## src/shared/sbcint_defines.svh

```systemverilog
// Constants of the interrupt unit
`ifndef SBCINT_DEFINES_SVH
`define SBCINT_DEFINES_SVH
`define SBCINT_CLK_MHZ        100
`define SBCINT_TIMEOUT_US     6000
`define SBCINT_TIMEOUT_CYC    (`SBCINT_TIMEOUT_US * `SBCINT_CLK_MHZ)
`define SBCINT_MINLOW_US      10
`define SBCINT_MINLOW_CYC     (`SBCINT_MINLOW_US * `SBCINT_CLK_MHZ)
`define SBCINT_CMD_READ_ONLY  3'h7
`define SBCINT_REG_WAKE       3'h0
`define SBCINT_REG_FAIL1      3'h1
`define SBCINT_REG_FAIL2      3'h2
`define SBCINT_NSRC           16
`define SBCINT_MASK_RESET     16'hffff
`define SBCINT_SRC_AUX2_UV    3
`define SBCINT_SRC_AUX3_UV    4
`define SBCINT_SRC_RESET_EV   9
`endif

```

## src/shared/sbcint_pkg.sv

```systemverilog
// Types of the interrupt unit
package sbcint_pkg;
  typedef enum logic [2:0] {
    SBCINT_MODE_INIT    = 3'h0,
    SBCINT_MODE_NORMAL  = 3'h1,
    SBCINT_MODE_STOP    = 3'h2,
    SBCINT_MODE_SLEEP   = 3'h3,
    SBCINT_MODE_RESTART = 3'h4,
    SBCINT_MODE_FAILSAFE= 3'h5,
    SBCINT_MODE_FLASH   = 3'h6
  } sbcint_mode_type;
  typedef enum logic [1:0] {
    SBCINT_IDLE = 2'h0,
    SBCINT_LOW  = 2'h1,
    SBCINT_GAP  = 2'h2
  } sbcint_state_type;
  typedef struct packed {
    logic       valid;
    logic [2:0] cmd;
    logic [2:0] addr;
  } sbcint_cmd_type;
endpackage : sbcint_pkg

```

## src/hdl/sbcint_unit.sv

```systemverilog
// Interrupt unit: status, masking and interrupt line timing
//
// Operation
// - Line goes low the next cycle on any unmasked interrupt condition outside a low pulse or gap.
// - Mask bit 0 blocks the line; status bit still sets and reads.
// - Aux regulator undervoltage interrupts on failure onset and on recovery.
// - State-type bits latch at event, hold until read, then take the live state at the read.
// - Chip-failure and wake bits are events, cleared by their read.
// - Read-only command 111 to register 000 releases the line.
// - Wake in register 000; other sources set summary flag there.
// - Summary flag is 0 exactly when registers 001 and 010 are all 0.
// - Read-only command clears the event bits it returns.
// - Several events before a read give one low assertion, all kept.
// - Line low at most the hold time-out, then self-release, status kept.
// - Assertions spaced by the time-out; events in the gap wait.
// - Every low pulse lasts at least the minimum width.
// - Aux regulator switch-on sets its undervolt flag and interrupts.
// - Switch-on undervolt flag not cleared while undervoltage persists.
// - Switched-off aux regulator undervoltage gives no interrupt.
// - Interrupts generated only in normal and stop modes.
// - Leaving restart mode sets every mask bit to enabled.
// - In init before reset output high, line sampled as configuration.
// - Reset-event source active only in software development mode.
// - Hold time-out is 6 ms from the internal clock.
// - Minimum low width is 10 us.
// - All sources enabled after power-up.
`timescale 1ns/100ps
`default_nettype none
`include "sbcint_defines.svh"
module sbcint_unit
  import sbcint_pkg::*;
#(
  parameter int TIMEOUT_CYC = `SBCINT_TIMEOUT_CYC
) (
  input  wire logic                      REF_CLK,
  input  wire logic                      RESET,
  input  wire sbcint_mode_type           MODE,
  input  wire logic                      SWDEV_MODE,
  input  wire logic                      RESET_OUTPUT_PIN,
  input  wire logic [`SBCINT_NSRC-1:0]   SRC_LIVE,
  input  wire logic [`SBCINT_NSRC-1:0]   SRC_IS_STATE,
  input  wire logic [`SBCINT_NSRC-1:0]   SRC_REG2,
  input  wire logic                      AUX2_ON,
  input  wire logic                      AUX3_ON,
  input  wire logic                      AUX2_SWITCH_ON,
  input  wire logic                      AUX3_SWITCH_ON,
  input  wire sbcint_cmd_type            SPI_CMD,
  input  wire logic [`SBCINT_NSRC-1:0]   MASK_WR_DATA,
  input  wire logic                      MASK_WR,
  input  wire logic                      IRQ_PIN_IN,
  output logic                           IRQ_PIN_OUT,
  output logic                           IRQ_PIN_OE,
  output logic [`SBCINT_NSRC-1:0]        STATUS,
  output logic                           SUMMARY_FLAG,
  output logic [`SBCINT_NSRC-1:0]        MASK,
  output logic                           CONFIG_SEL
);
  localparam int MINLOW_CYC = `SBCINT_MINLOW_CYC;

  logic [`SBCINT_NSRC-1:0] live_reg, live_next;
  logic [`SBCINT_NSRC-1:0] status_reg, status_next;
  logic [`SBCINT_NSRC-1:0] mask_reg, mask_next;
  logic [`SBCINT_NSRC-1:0] edge_ev, enabled, rd_clr;
  logic                    summary_reg, summary_next;
  logic                    pend_reg, pend_next;
  logic                    irq_low_reg, irq_low_next;
  logic                    cfg_reg, cfg_next;
  logic                    restart_reg, restart_next;
  logic                    pin_s1_reg, pin_s2_reg;
  logic [19:0]             cnt_reg, cnt_next;
  logic                    rd_int0, rd_fail, new_irq, irq_mode, cfg_sample;
  sbcint_state_type        state_reg, state_next;

  // Sources that may interrupt at all
  always_comb begin
    enabled = '1;
    enabled[`SBCINT_SRC_AUX2_UV]   = AUX2_ON;
    enabled[`SBCINT_SRC_AUX3_UV]   = AUX3_ON;
    enabled[`SBCINT_SRC_RESET_EV]  = SWDEV_MODE;
  end

  assign irq_mode = (MODE == SBCINT_MODE_NORMAL) || (MODE == SBCINT_MODE_STOP);
  assign rd_int0  = SPI_CMD.valid && (SPI_CMD.cmd == `SBCINT_CMD_READ_ONLY)
                    && (SPI_CMD.addr == `SBCINT_REG_WAKE);
  assign rd_fail  = SPI_CMD.valid && (SPI_CMD.cmd == `SBCINT_CMD_READ_ONLY)
                    && ((SPI_CMD.addr == `SBCINT_REG_FAIL1)
                    || (SPI_CMD.addr == `SBCINT_REG_FAIL2));
  assign cfg_sample = (MODE == SBCINT_MODE_INIT) && !RESET_OUTPUT_PIN;

  // Status and masks
  always_comb begin
    live_next = SRC_LIVE & enabled;
    edge_ev   = live_next & ~live_reg;
    // Undervoltage: both edges
    edge_ev[`SBCINT_SRC_AUX2_UV] = ((live_next[`SBCINT_SRC_AUX2_UV]
      ^ live_reg[`SBCINT_SRC_AUX2_UV]) && AUX2_ON) || AUX2_SWITCH_ON;
    edge_ev[`SBCINT_SRC_AUX3_UV] = ((live_next[`SBCINT_SRC_AUX3_UV]
      ^ live_reg[`SBCINT_SRC_AUX3_UV]) && AUX3_ON) || AUX3_SWITCH_ON;
    // Clear by read: register 000 for its bits, 001/010 for the rest
    for (int i = 0; i < `SBCINT_NSRC; i++) begin
      rd_clr[i] = SRC_REG2[i] ? rd_fail : rd_int0;
    end
    status_next = status_reg;
    for (int i = 0; i < `SBCINT_NSRC; i++) begin
      if (rd_clr[i]) begin
        status_next[i] = SRC_IS_STATE[i] & live_next[i];
      end
      if (edge_ev[i] && (live_next[i] || !SRC_IS_STATE[i]
          || i == `SBCINT_SRC_AUX2_UV || i == `SBCINT_SRC_AUX3_UV)) begin
        status_next[i] = 1'b1;
      end
    end
    if (AUX2_SWITCH_ON) status_next[`SBCINT_SRC_AUX2_UV] = 1'b1;
    if (AUX3_SWITCH_ON) status_next[`SBCINT_SRC_AUX3_UV] = 1'b1;
    summary_next = |(status_next & SRC_REG2);
    mask_next = MASK_WR ? MASK_WR_DATA : mask_reg;
    restart_next = (MODE == SBCINT_MODE_RESTART);
    if (restart_reg && !restart_next) begin
      mask_next = `SBCINT_MASK_RESET;
    end
    cfg_next = cfg_sample ? pin_s2_reg : cfg_reg;
  end

  assign new_irq = irq_mode && |(edge_ev & mask_reg);

  // Line timing
  always_comb begin
    state_next   = state_reg;
    cnt_next     = (cnt_reg != '0) ? cnt_reg - 20'h1 : cnt_reg;
    pend_next    = pend_reg | new_irq;
    irq_low_next = irq_low_reg;
    case (state_reg)
      SBCINT_IDLE: begin
        if (pend_next) begin
          state_next   = SBCINT_LOW;
          irq_low_next = 1'b1;
          pend_next    = 1'b0;
          cnt_next     = 20'(TIMEOUT_CYC - 1);
        end
      end
      SBCINT_LOW: begin
        pend_next = 1'b0;
        if ((rd_int0 && (20'(TIMEOUT_CYC) - cnt_reg) >= 20'(MINLOW_CYC))
            || cnt_reg == '0) begin
          state_next   = SBCINT_GAP;
          irq_low_next = 1'b0;
          cnt_next     = 20'(TIMEOUT_CYC - 1);
        end
      end
      SBCINT_GAP: begin
        if (cnt_reg == '0) state_next = SBCINT_IDLE;
      end
      default: state_next = SBCINT_IDLE;
    endcase
    if (!irq_mode) begin
      pend_next = 1'b0;
    end
  end

  always_ff @(posedge REF_CLK) begin
    if (RESET) begin
      live_reg    <= '0;
      status_reg  <= '0;
      mask_reg    <= `SBCINT_MASK_RESET;
      summary_reg <= 1'b0;
      pend_reg    <= 1'b0;
      irq_low_reg <= 1'b0;
      cfg_reg     <= 1'b0;
      restart_reg <= 1'b0;
      pin_s1_reg  <= 1'b1;
      pin_s2_reg  <= 1'b1;
      cnt_reg     <= '0;
      state_reg   <= SBCINT_IDLE;
    end else begin
      live_reg    <= live_next;
      status_reg  <= status_next;
      mask_reg    <= mask_next;
      summary_reg <= summary_next;
      pend_reg    <= pend_next;
      irq_low_reg <= irq_low_next;
      cfg_reg     <= cfg_next;
      restart_reg <= restart_next;
      pin_s1_reg  <= IRQ_PIN_IN;
      pin_s2_reg  <= pin_s1_reg;
      cnt_reg     <= cnt_next;
      state_reg   <= state_next;
    end
  end

  assign IRQ_PIN_OUT  = 1'b0;
  assign IRQ_PIN_OE   = irq_low_reg;
  assign STATUS       = status_reg;
  assign SUMMARY_FLAG = summary_reg;
  assign MASK         = mask_reg;
  assign CONFIG_SEL   = cfg_reg;

  // Assertion helpers: length of low pulse and of gap
  logic [19:0] oe_len_reg, oe_len_next;
  logic [19:0] gap_len_reg, gap_len_next;

  always_comb begin
    oe_len_next  = irq_low_reg ? oe_len_reg + 20'h1 : '0;
    gap_len_next = gap_len_reg;
    if (irq_low_reg) gap_len_next = '0;
    else if (gap_len_reg != '1) gap_len_next = gap_len_reg + 20'h1;
  end

  always_ff @(posedge REF_CLK) begin
    if (RESET) begin
      oe_len_reg  <= '0;
      gap_len_reg <= '1;
    end else begin
      oe_len_reg  <= oe_len_next;
      gap_len_reg <= gap_len_next;
    end
  end
endmodule : sbcint_unit
`default_nettype wire

```

## config.mk

```make
export PLATFORM = sky130hd
export DESIGN_NAME = sbcint_unit
export DESIGN_NICKNAME = d
export VERILOG_FILES = /design/src/shared/sbcint_pkg.sv /design/src/hdl/sbcint_unit.sv
export VERILOG_INCLUDE_DIRS = /design/src /design/src/shared
export SDC_FILE = /design/constraint.sdc
export NUM_CORES = 1
export LEC_CHECK = 0
export ABC_AREA = 1
export BUFFER_PORTS_ARGS = -buffer_cell sky130_fd_sc_hd__buf_2
export CORE_MARGIN = 5
export CORE_UTILIZATION = 35
export DETAILED_ROUTE_END_ITERATION = 12
export HOLD_SLACK_MARGIN = 0.06
export SYNTH_ARGS = -nofsm -noshare
export SYNTH_HDL_FRONTEND = slang
export SYNTH_SLANG_ARGS = --single-unit
```

## constraint.sdc

```tcl
create_clock -name REF_CLK -period 3.12 [get_ports REF_CLK]
set_input_delay 0.468 -clock REF_CLK [delete_from_list [all_inputs] [get_ports REF_CLK]]
set_output_delay 0.468 -clock REF_CLK [all_outputs]
set_load 0.02 [all_outputs]
```

---- Word-level counts from Yosys, hierarchy flattened ----
Index checks and enable logic that the tools add are counted.
Widths: inputs -> output; s select.
word-level totals
  logic and storage cells ................. 182
  bits in read-only memories .............. 0
  bits in registers ....................... 77
  memories ................................ 0
  bits in writable memories ............... 0
  output and inout port bits .............. 36
  input port bits ......................... 84
  bits in latches ......................... 0
operators by class
  $lt $le $gt $ge ......................... 1
  equality and inequality tests ........... 11
  multiplexer cells ....................... 61
  add/subtract/negate cells ............... 2
  multiply operators ...................... 0
  div/mod/pow operators ................... 0
  reductions and logical operators ........ 70
  bitwise gates (word level) .............. 25
  shift-type cells ........................ 0
operators by type and width
  kind                    number
  $and 16x16->16          4
  $mux 20                 3
  $mux 1                  52
  $pmux 20 s2             1
  $reduce_or 16->1        2
  $logic_and 1x1->1       23
  $ge 20x10->1 const B    1
  $logic_not 20->1        1
  $reduce_bool 20->1      1
  $sub 20x1->20 const B   1
  $sub 20x20->20 const A  1
  $logic_or 1x1->1        19
  $and 1x1->1             16
  $logic_not 1->1         16
  $not 16->16             1
  $eq 3x1->1 const B      2
  $eq 3x2->1 const B      2
  $eq 3x3->1 const B      2
  $logic_not 3->1         2
  $mux 2                  3
  $ne 2x2->1 const B      3
  $pmux 2 s3              1
  $reduce_and 3->1        2
  $reduce_or 4->1         1
  other kinds (9)         10

---- Logic depth before layout (Yosys ltp) ----
  depth after elaboration ................. 10
  gate-level depth with buffers ........... 17
  depth with buffers taken out ............ 17

---- Worst setup path before layout ----
Ideal clock, no wire load.
  path type ............................... register to register
  start ................................... register cnt_reg[0]
  end ..................................... register cnt_reg[3]
  data required time ...................... 2.988 ns
  clock period less this slack ............ 1.962 ns
  stages on the path, launching flop included .. 16
  setup slack ............................. 1.158 ns
  arrival ................................. 1.830 ns
  buffers on the path ..................... 1
  library setup time ...................... 0.132 ns
  cells stage by stage .................... dfxtp_1 > inv_1 > ha_1 > nand3_2 > nand2_1 > nand2_1 > nand2_1 > nand2_1 > nand2_1 > nor2_1 > nand3_1 > o21ai_2 > nand3_2 > nand3_4 > buf_6 > a21oi_1
on the way
  cells in the longest elaborated chain, start to end .. 6
  elaborated cells between the ends (all ways) .. 11
  classes of those cells .................. 2 x add/sub; 1 x order compare; 4 x mux; 4 x reduce/logical
RTL lines
  element                 line                RTL
  start, declared         sbcint_unit.sv:70   logic [19:0] cnt_reg, cnt_next;
  start signal, assigned  sbcint_unit.sv:185  cnt_reg <= cnt_next;
  $sub 20x20->20          sbcint_unit.sv:143  if ((rd_int0 && (20'(TIMEOUT_CYC) - cnt_reg) >= 20'(MINLOW_CYC))
  $ge 20x10->1            sbcint_unit.sv:143
  $logic_and 1x1->1       sbcint_unit.sv:143
  $logic_or 1x1->1        sbcint_unit.sv:144  || cnt_reg == '0) begin
  $mux 20                 sbcint_unit.sv:143
  $pmux 20 s2 *           sbcint_unit.sv:132  case (state_reg)
Every way passes the cells marked *; elsewhere a longest branch is shown, timed or not.
A chain may end at the register's enable or synchronous reset.

---- Final worst setup path ----
  start ................................... register cnt_reg[0]
  end ..................................... register cnt_reg[13]
The elaborated chain is that of the path after synthesis.

==> summary.json <==
{
  "report.final.setup_viol": 0,
  "placeableCoreArea_mm2": 0.0125,
  "cts.sink_count": 77,
  "die-area_mm2": 0.0149,
  "synth_edf_count": 0,
  "outcome": "finished clean",
  "timing.setup.tns_ns": 0,
  "initial_core_util_pct": 35.3,
  "cp.arrival_ns": 2.54,
  "postSynthRegisterBits": 77,
  "postSynthNetCount": 786,
  "ctsHoldBuffers": 0,
  "layout_worst_path_cycle_share_pct": 74.4,
  "crit_path_start_kind": "flip-flop",
  "final_min_period_ns": 2.32,
  "critPathCaptureType": "flip-flop",
  "io_pins": 120,
  "synthDominantCellAreaShare_pct": 35.0,
  "yosys_top_cell_by_area": "sky130_fd_sc_hd__dfxtp_1",
  "remaining_drc_errors": 0,
  "most_common_flop_cell_mapped_by_yosys": "sky130_fd_sc_hd__dfxtp_1",
  "die_y_um": 122,
  "cap_viol_max_count": 0,
  "setup.worst_path.class": "flip-flop to flip-flop",
  "p_leak_nw": 2.88,
  "cts.reportedPaths.clkPinSlew_ns": 0.06,
  "largest_reg_flops": 20,
  "route.final.wire_length_um": 12100,
  "transition_time_of_the_tightest_slew_check_pin_ns": 0.634,
  "final-hold-violation-count": 0,
  "layout-drive-gt1-share_pct": 20.4,
  "dp.final_hpwl_um": 9710,
  "worstRegToRegCells": 14,
  "area_added_between_synthesis_and_finish_pct": 24.2,
  "synth_async_sr_flop_share_pct": 0,
  "final_util_pct": 43.9,
  "grt_max_degree": 35,
  "first_global_vias": 4266,
  "design_area_mm2": 0.00547,
  "syn_area_mm2": 0.00440,
  "netlist_top_cells_area": "sky130_fd_sc_hd__dfxtp_1 35%, sky130_fd_sc_hd__nand2_1 17%, sky130_fd_sc_hd__inv_1 9.2%",
  "final-max-slew-violation-count": 0,
  "grt_overflow": 0,
  "route.detailed.wl_per_inst_um": 12.2,
  "clock.fmax_mhz": 431,
  "antenna-diode-count": 0,
  "power_per_cell_area_mw_per_mm2": 551,
  "cts_resized": 0,
  "r2r_slack_ns": 0.80,
  "min_delay_path_depth": 2,
  "grt_first_pass_wirelength_um": 20100,
  "ff_latch_area_mm2": 0.00154,
  "antenna_left": 0,
  "most_numerous_cell_types_in_the_synthesized_netlist": "198 x sky130_fd_sc_hd__nand2_1, 108 x sky130_fd_sc_hd__inv_1, 84 x sky130_fd_sc_hd__nor2_1, 77 x sky130_fd_sc_hd__dfxtp_1, 59 x sky130_fd_sc_hd__nand3_1",
  "dpl-instance-area_mm2": 0.00513,
  "synth_cell_types": 38,
  "clock_insertion_delay_worst_skew_ns": 0.33,
  "sequential_cell_area_fraction_in_the_yosys_report_pct": 35.0,
  "htreeDepth": 3,
  "place.port_buffers": 118,
  "synthesis.yosys.warnings": 0,
  "cts.root.buffer_cell": "sky130_fd_sc_hd__clkbuf_16",
  "post_synth_inst_count": 700,
  "design.final.nets": 898,
  "drtIter0Drc": 227,
  "peak_supply_drop_mv": 0.253,
  "worst_hold_path_type": "input pin to flip-flop",
  "clock_skew_ns": 0.00964,
  "ctsLongestPathBuffers": 2,
  "via_count": 4448,
  "crit_fanout": 11,
  "filler_cell_count": 1349,
  "area_of_the_multi_input_gates_mm2": 0.00231,
  "crit_required_ns": 3.34,
  "yosys.cell_count.top_type": "sky130_fd_sc_hd__nand2_1",
  "fin_worst_hold_slack_ns": 0.335,
  "syn-mean-instance-area_um2": 6.29,
  "cts_setup_buffers": 0,
  "unrepaired_setup_endpoints_after_global_routing": "false",
  "track_usage_pct": 16.8,
  "gp_congestion": 0.886,
  "final_critical_path_setup_slack_ns": 0.799,
  "tritoncts.num_buffers": 9,
  "drt_via_density": 4.50,
  "num_rows": 41,
  "firstDrtPassIters": 4,
  "headroom_to_the_max_slew_limit_pct": 57.7,
  "initial_antenna_violation_count": 1,
  "die_extent_in_x_um": 122,
  "cts_tree": "built",
  "dp_slack_ns": 0.668
}
==> report_power, final <==
part           total, mW  internal [mW]  switching [mW]
combinational      0.689          0.257           0.431
sequential          1.15           1.07          0.0812
clock               1.18          0.778           0.399
==> worst max-delay path: stages (launching register included) <==
cell and delay, ns:
sky130_fd_sc_hd__dfxtp_1 0.40, sky130_fd_sc_hd__inv_1 0.12, sky130_fd_sc_hd__ha_1 0.26, sky130_fd_sc_hd__nand2_1 0.12, sky130_fd_sc_hd__nor2_1 0.08, sky130_fd_sc_hd__nand3_1 0.08, sky130_fd_sc_hd__buf_4 0.18, sky130_fd_sc_hd__nand2_1 0.07
sky130_fd_sc_hd__nor2_1 0.18, sky130_fd_sc_hd__nand3_1 0.15, sky130_fd_sc_hd__xor2_1 0.20, sky130_fd_sc_hd__a22oi_1 0.19, sky130_fd_sc_hd__nand3_1 0.09, sky130_fd_sc_hd__nand2_1 0.06, sky130_fd_sc_hd__inv_1 0.04
==> metal layers <==
layer / vias to the layer above / GRT usage (%) / part of all wire (%)
met1: 1918 / 20.3 / 45
met2: 102 / 28.0 / 47
met5: - / 0 / 0.058
li1: 2415 / - / -
met3: 11 / 6.45 / 7.3
met4: 2 / 4.69 / 0.88
==> cells by family (layout without fill, tap and decap cells) <==
logic type	after synthesis	after routing	synth area share, %
fa+ha+maj	2	2	0.569
simple gates	396	396	39.5
compound gates	71	71	9.07
other cells	1	1	0.0852
xor+xnor	17	17	3.38
buf+inv	136	253	12.4
flops	77	77	35.0
==> per-stage QoR <==
stage	cells	total power [mW]
after floorplan	700	1.66
after global placement	973	1.86
after detailed placement	973	1.86
after CTS	989	3.05
after global routing	989	3.20
final	989	3.01
==> cell type report <==
cell class                      instances  area share (%)
Tap cell                              172            3.94
Multi-Input combinational cell        487            42.3
Timing Repair Buffer                  123            11.5
Sequential cell                        77            28.2
Inverter                              114            7.83
Clock inverter                          7            2.08
Clock buffer                            9            4.12
==> worst paths after layout <==
path         startpoint     endpoint
max          cnt_reg[0]  cnt_reg[13]
max reg2reg  cnt_reg[0]  cnt_reg[13]
min          IRQ_PIN_IN   pin_s1_reg
min reg2reg  pin_s1_reg   pin_s2_reg
==> layout by cell type, fill, tap and decap left out, drive strengths merged, types with 7 or more instances in the layout <==
cell type,Yosys,final
nor3,11,11
o211ai,7,7
o21ai,26,26
nand3b,7,7
a31oi,8,8
clkbuf,13,9
a21oi,25,25
buf,9,123
nor2,90,90
nand3,63,63
nand4,11,11
nand2,204,204
inv,113,113
dfxtp,77,77
xor2,15,15
Power figures use the tool's default switching activity.
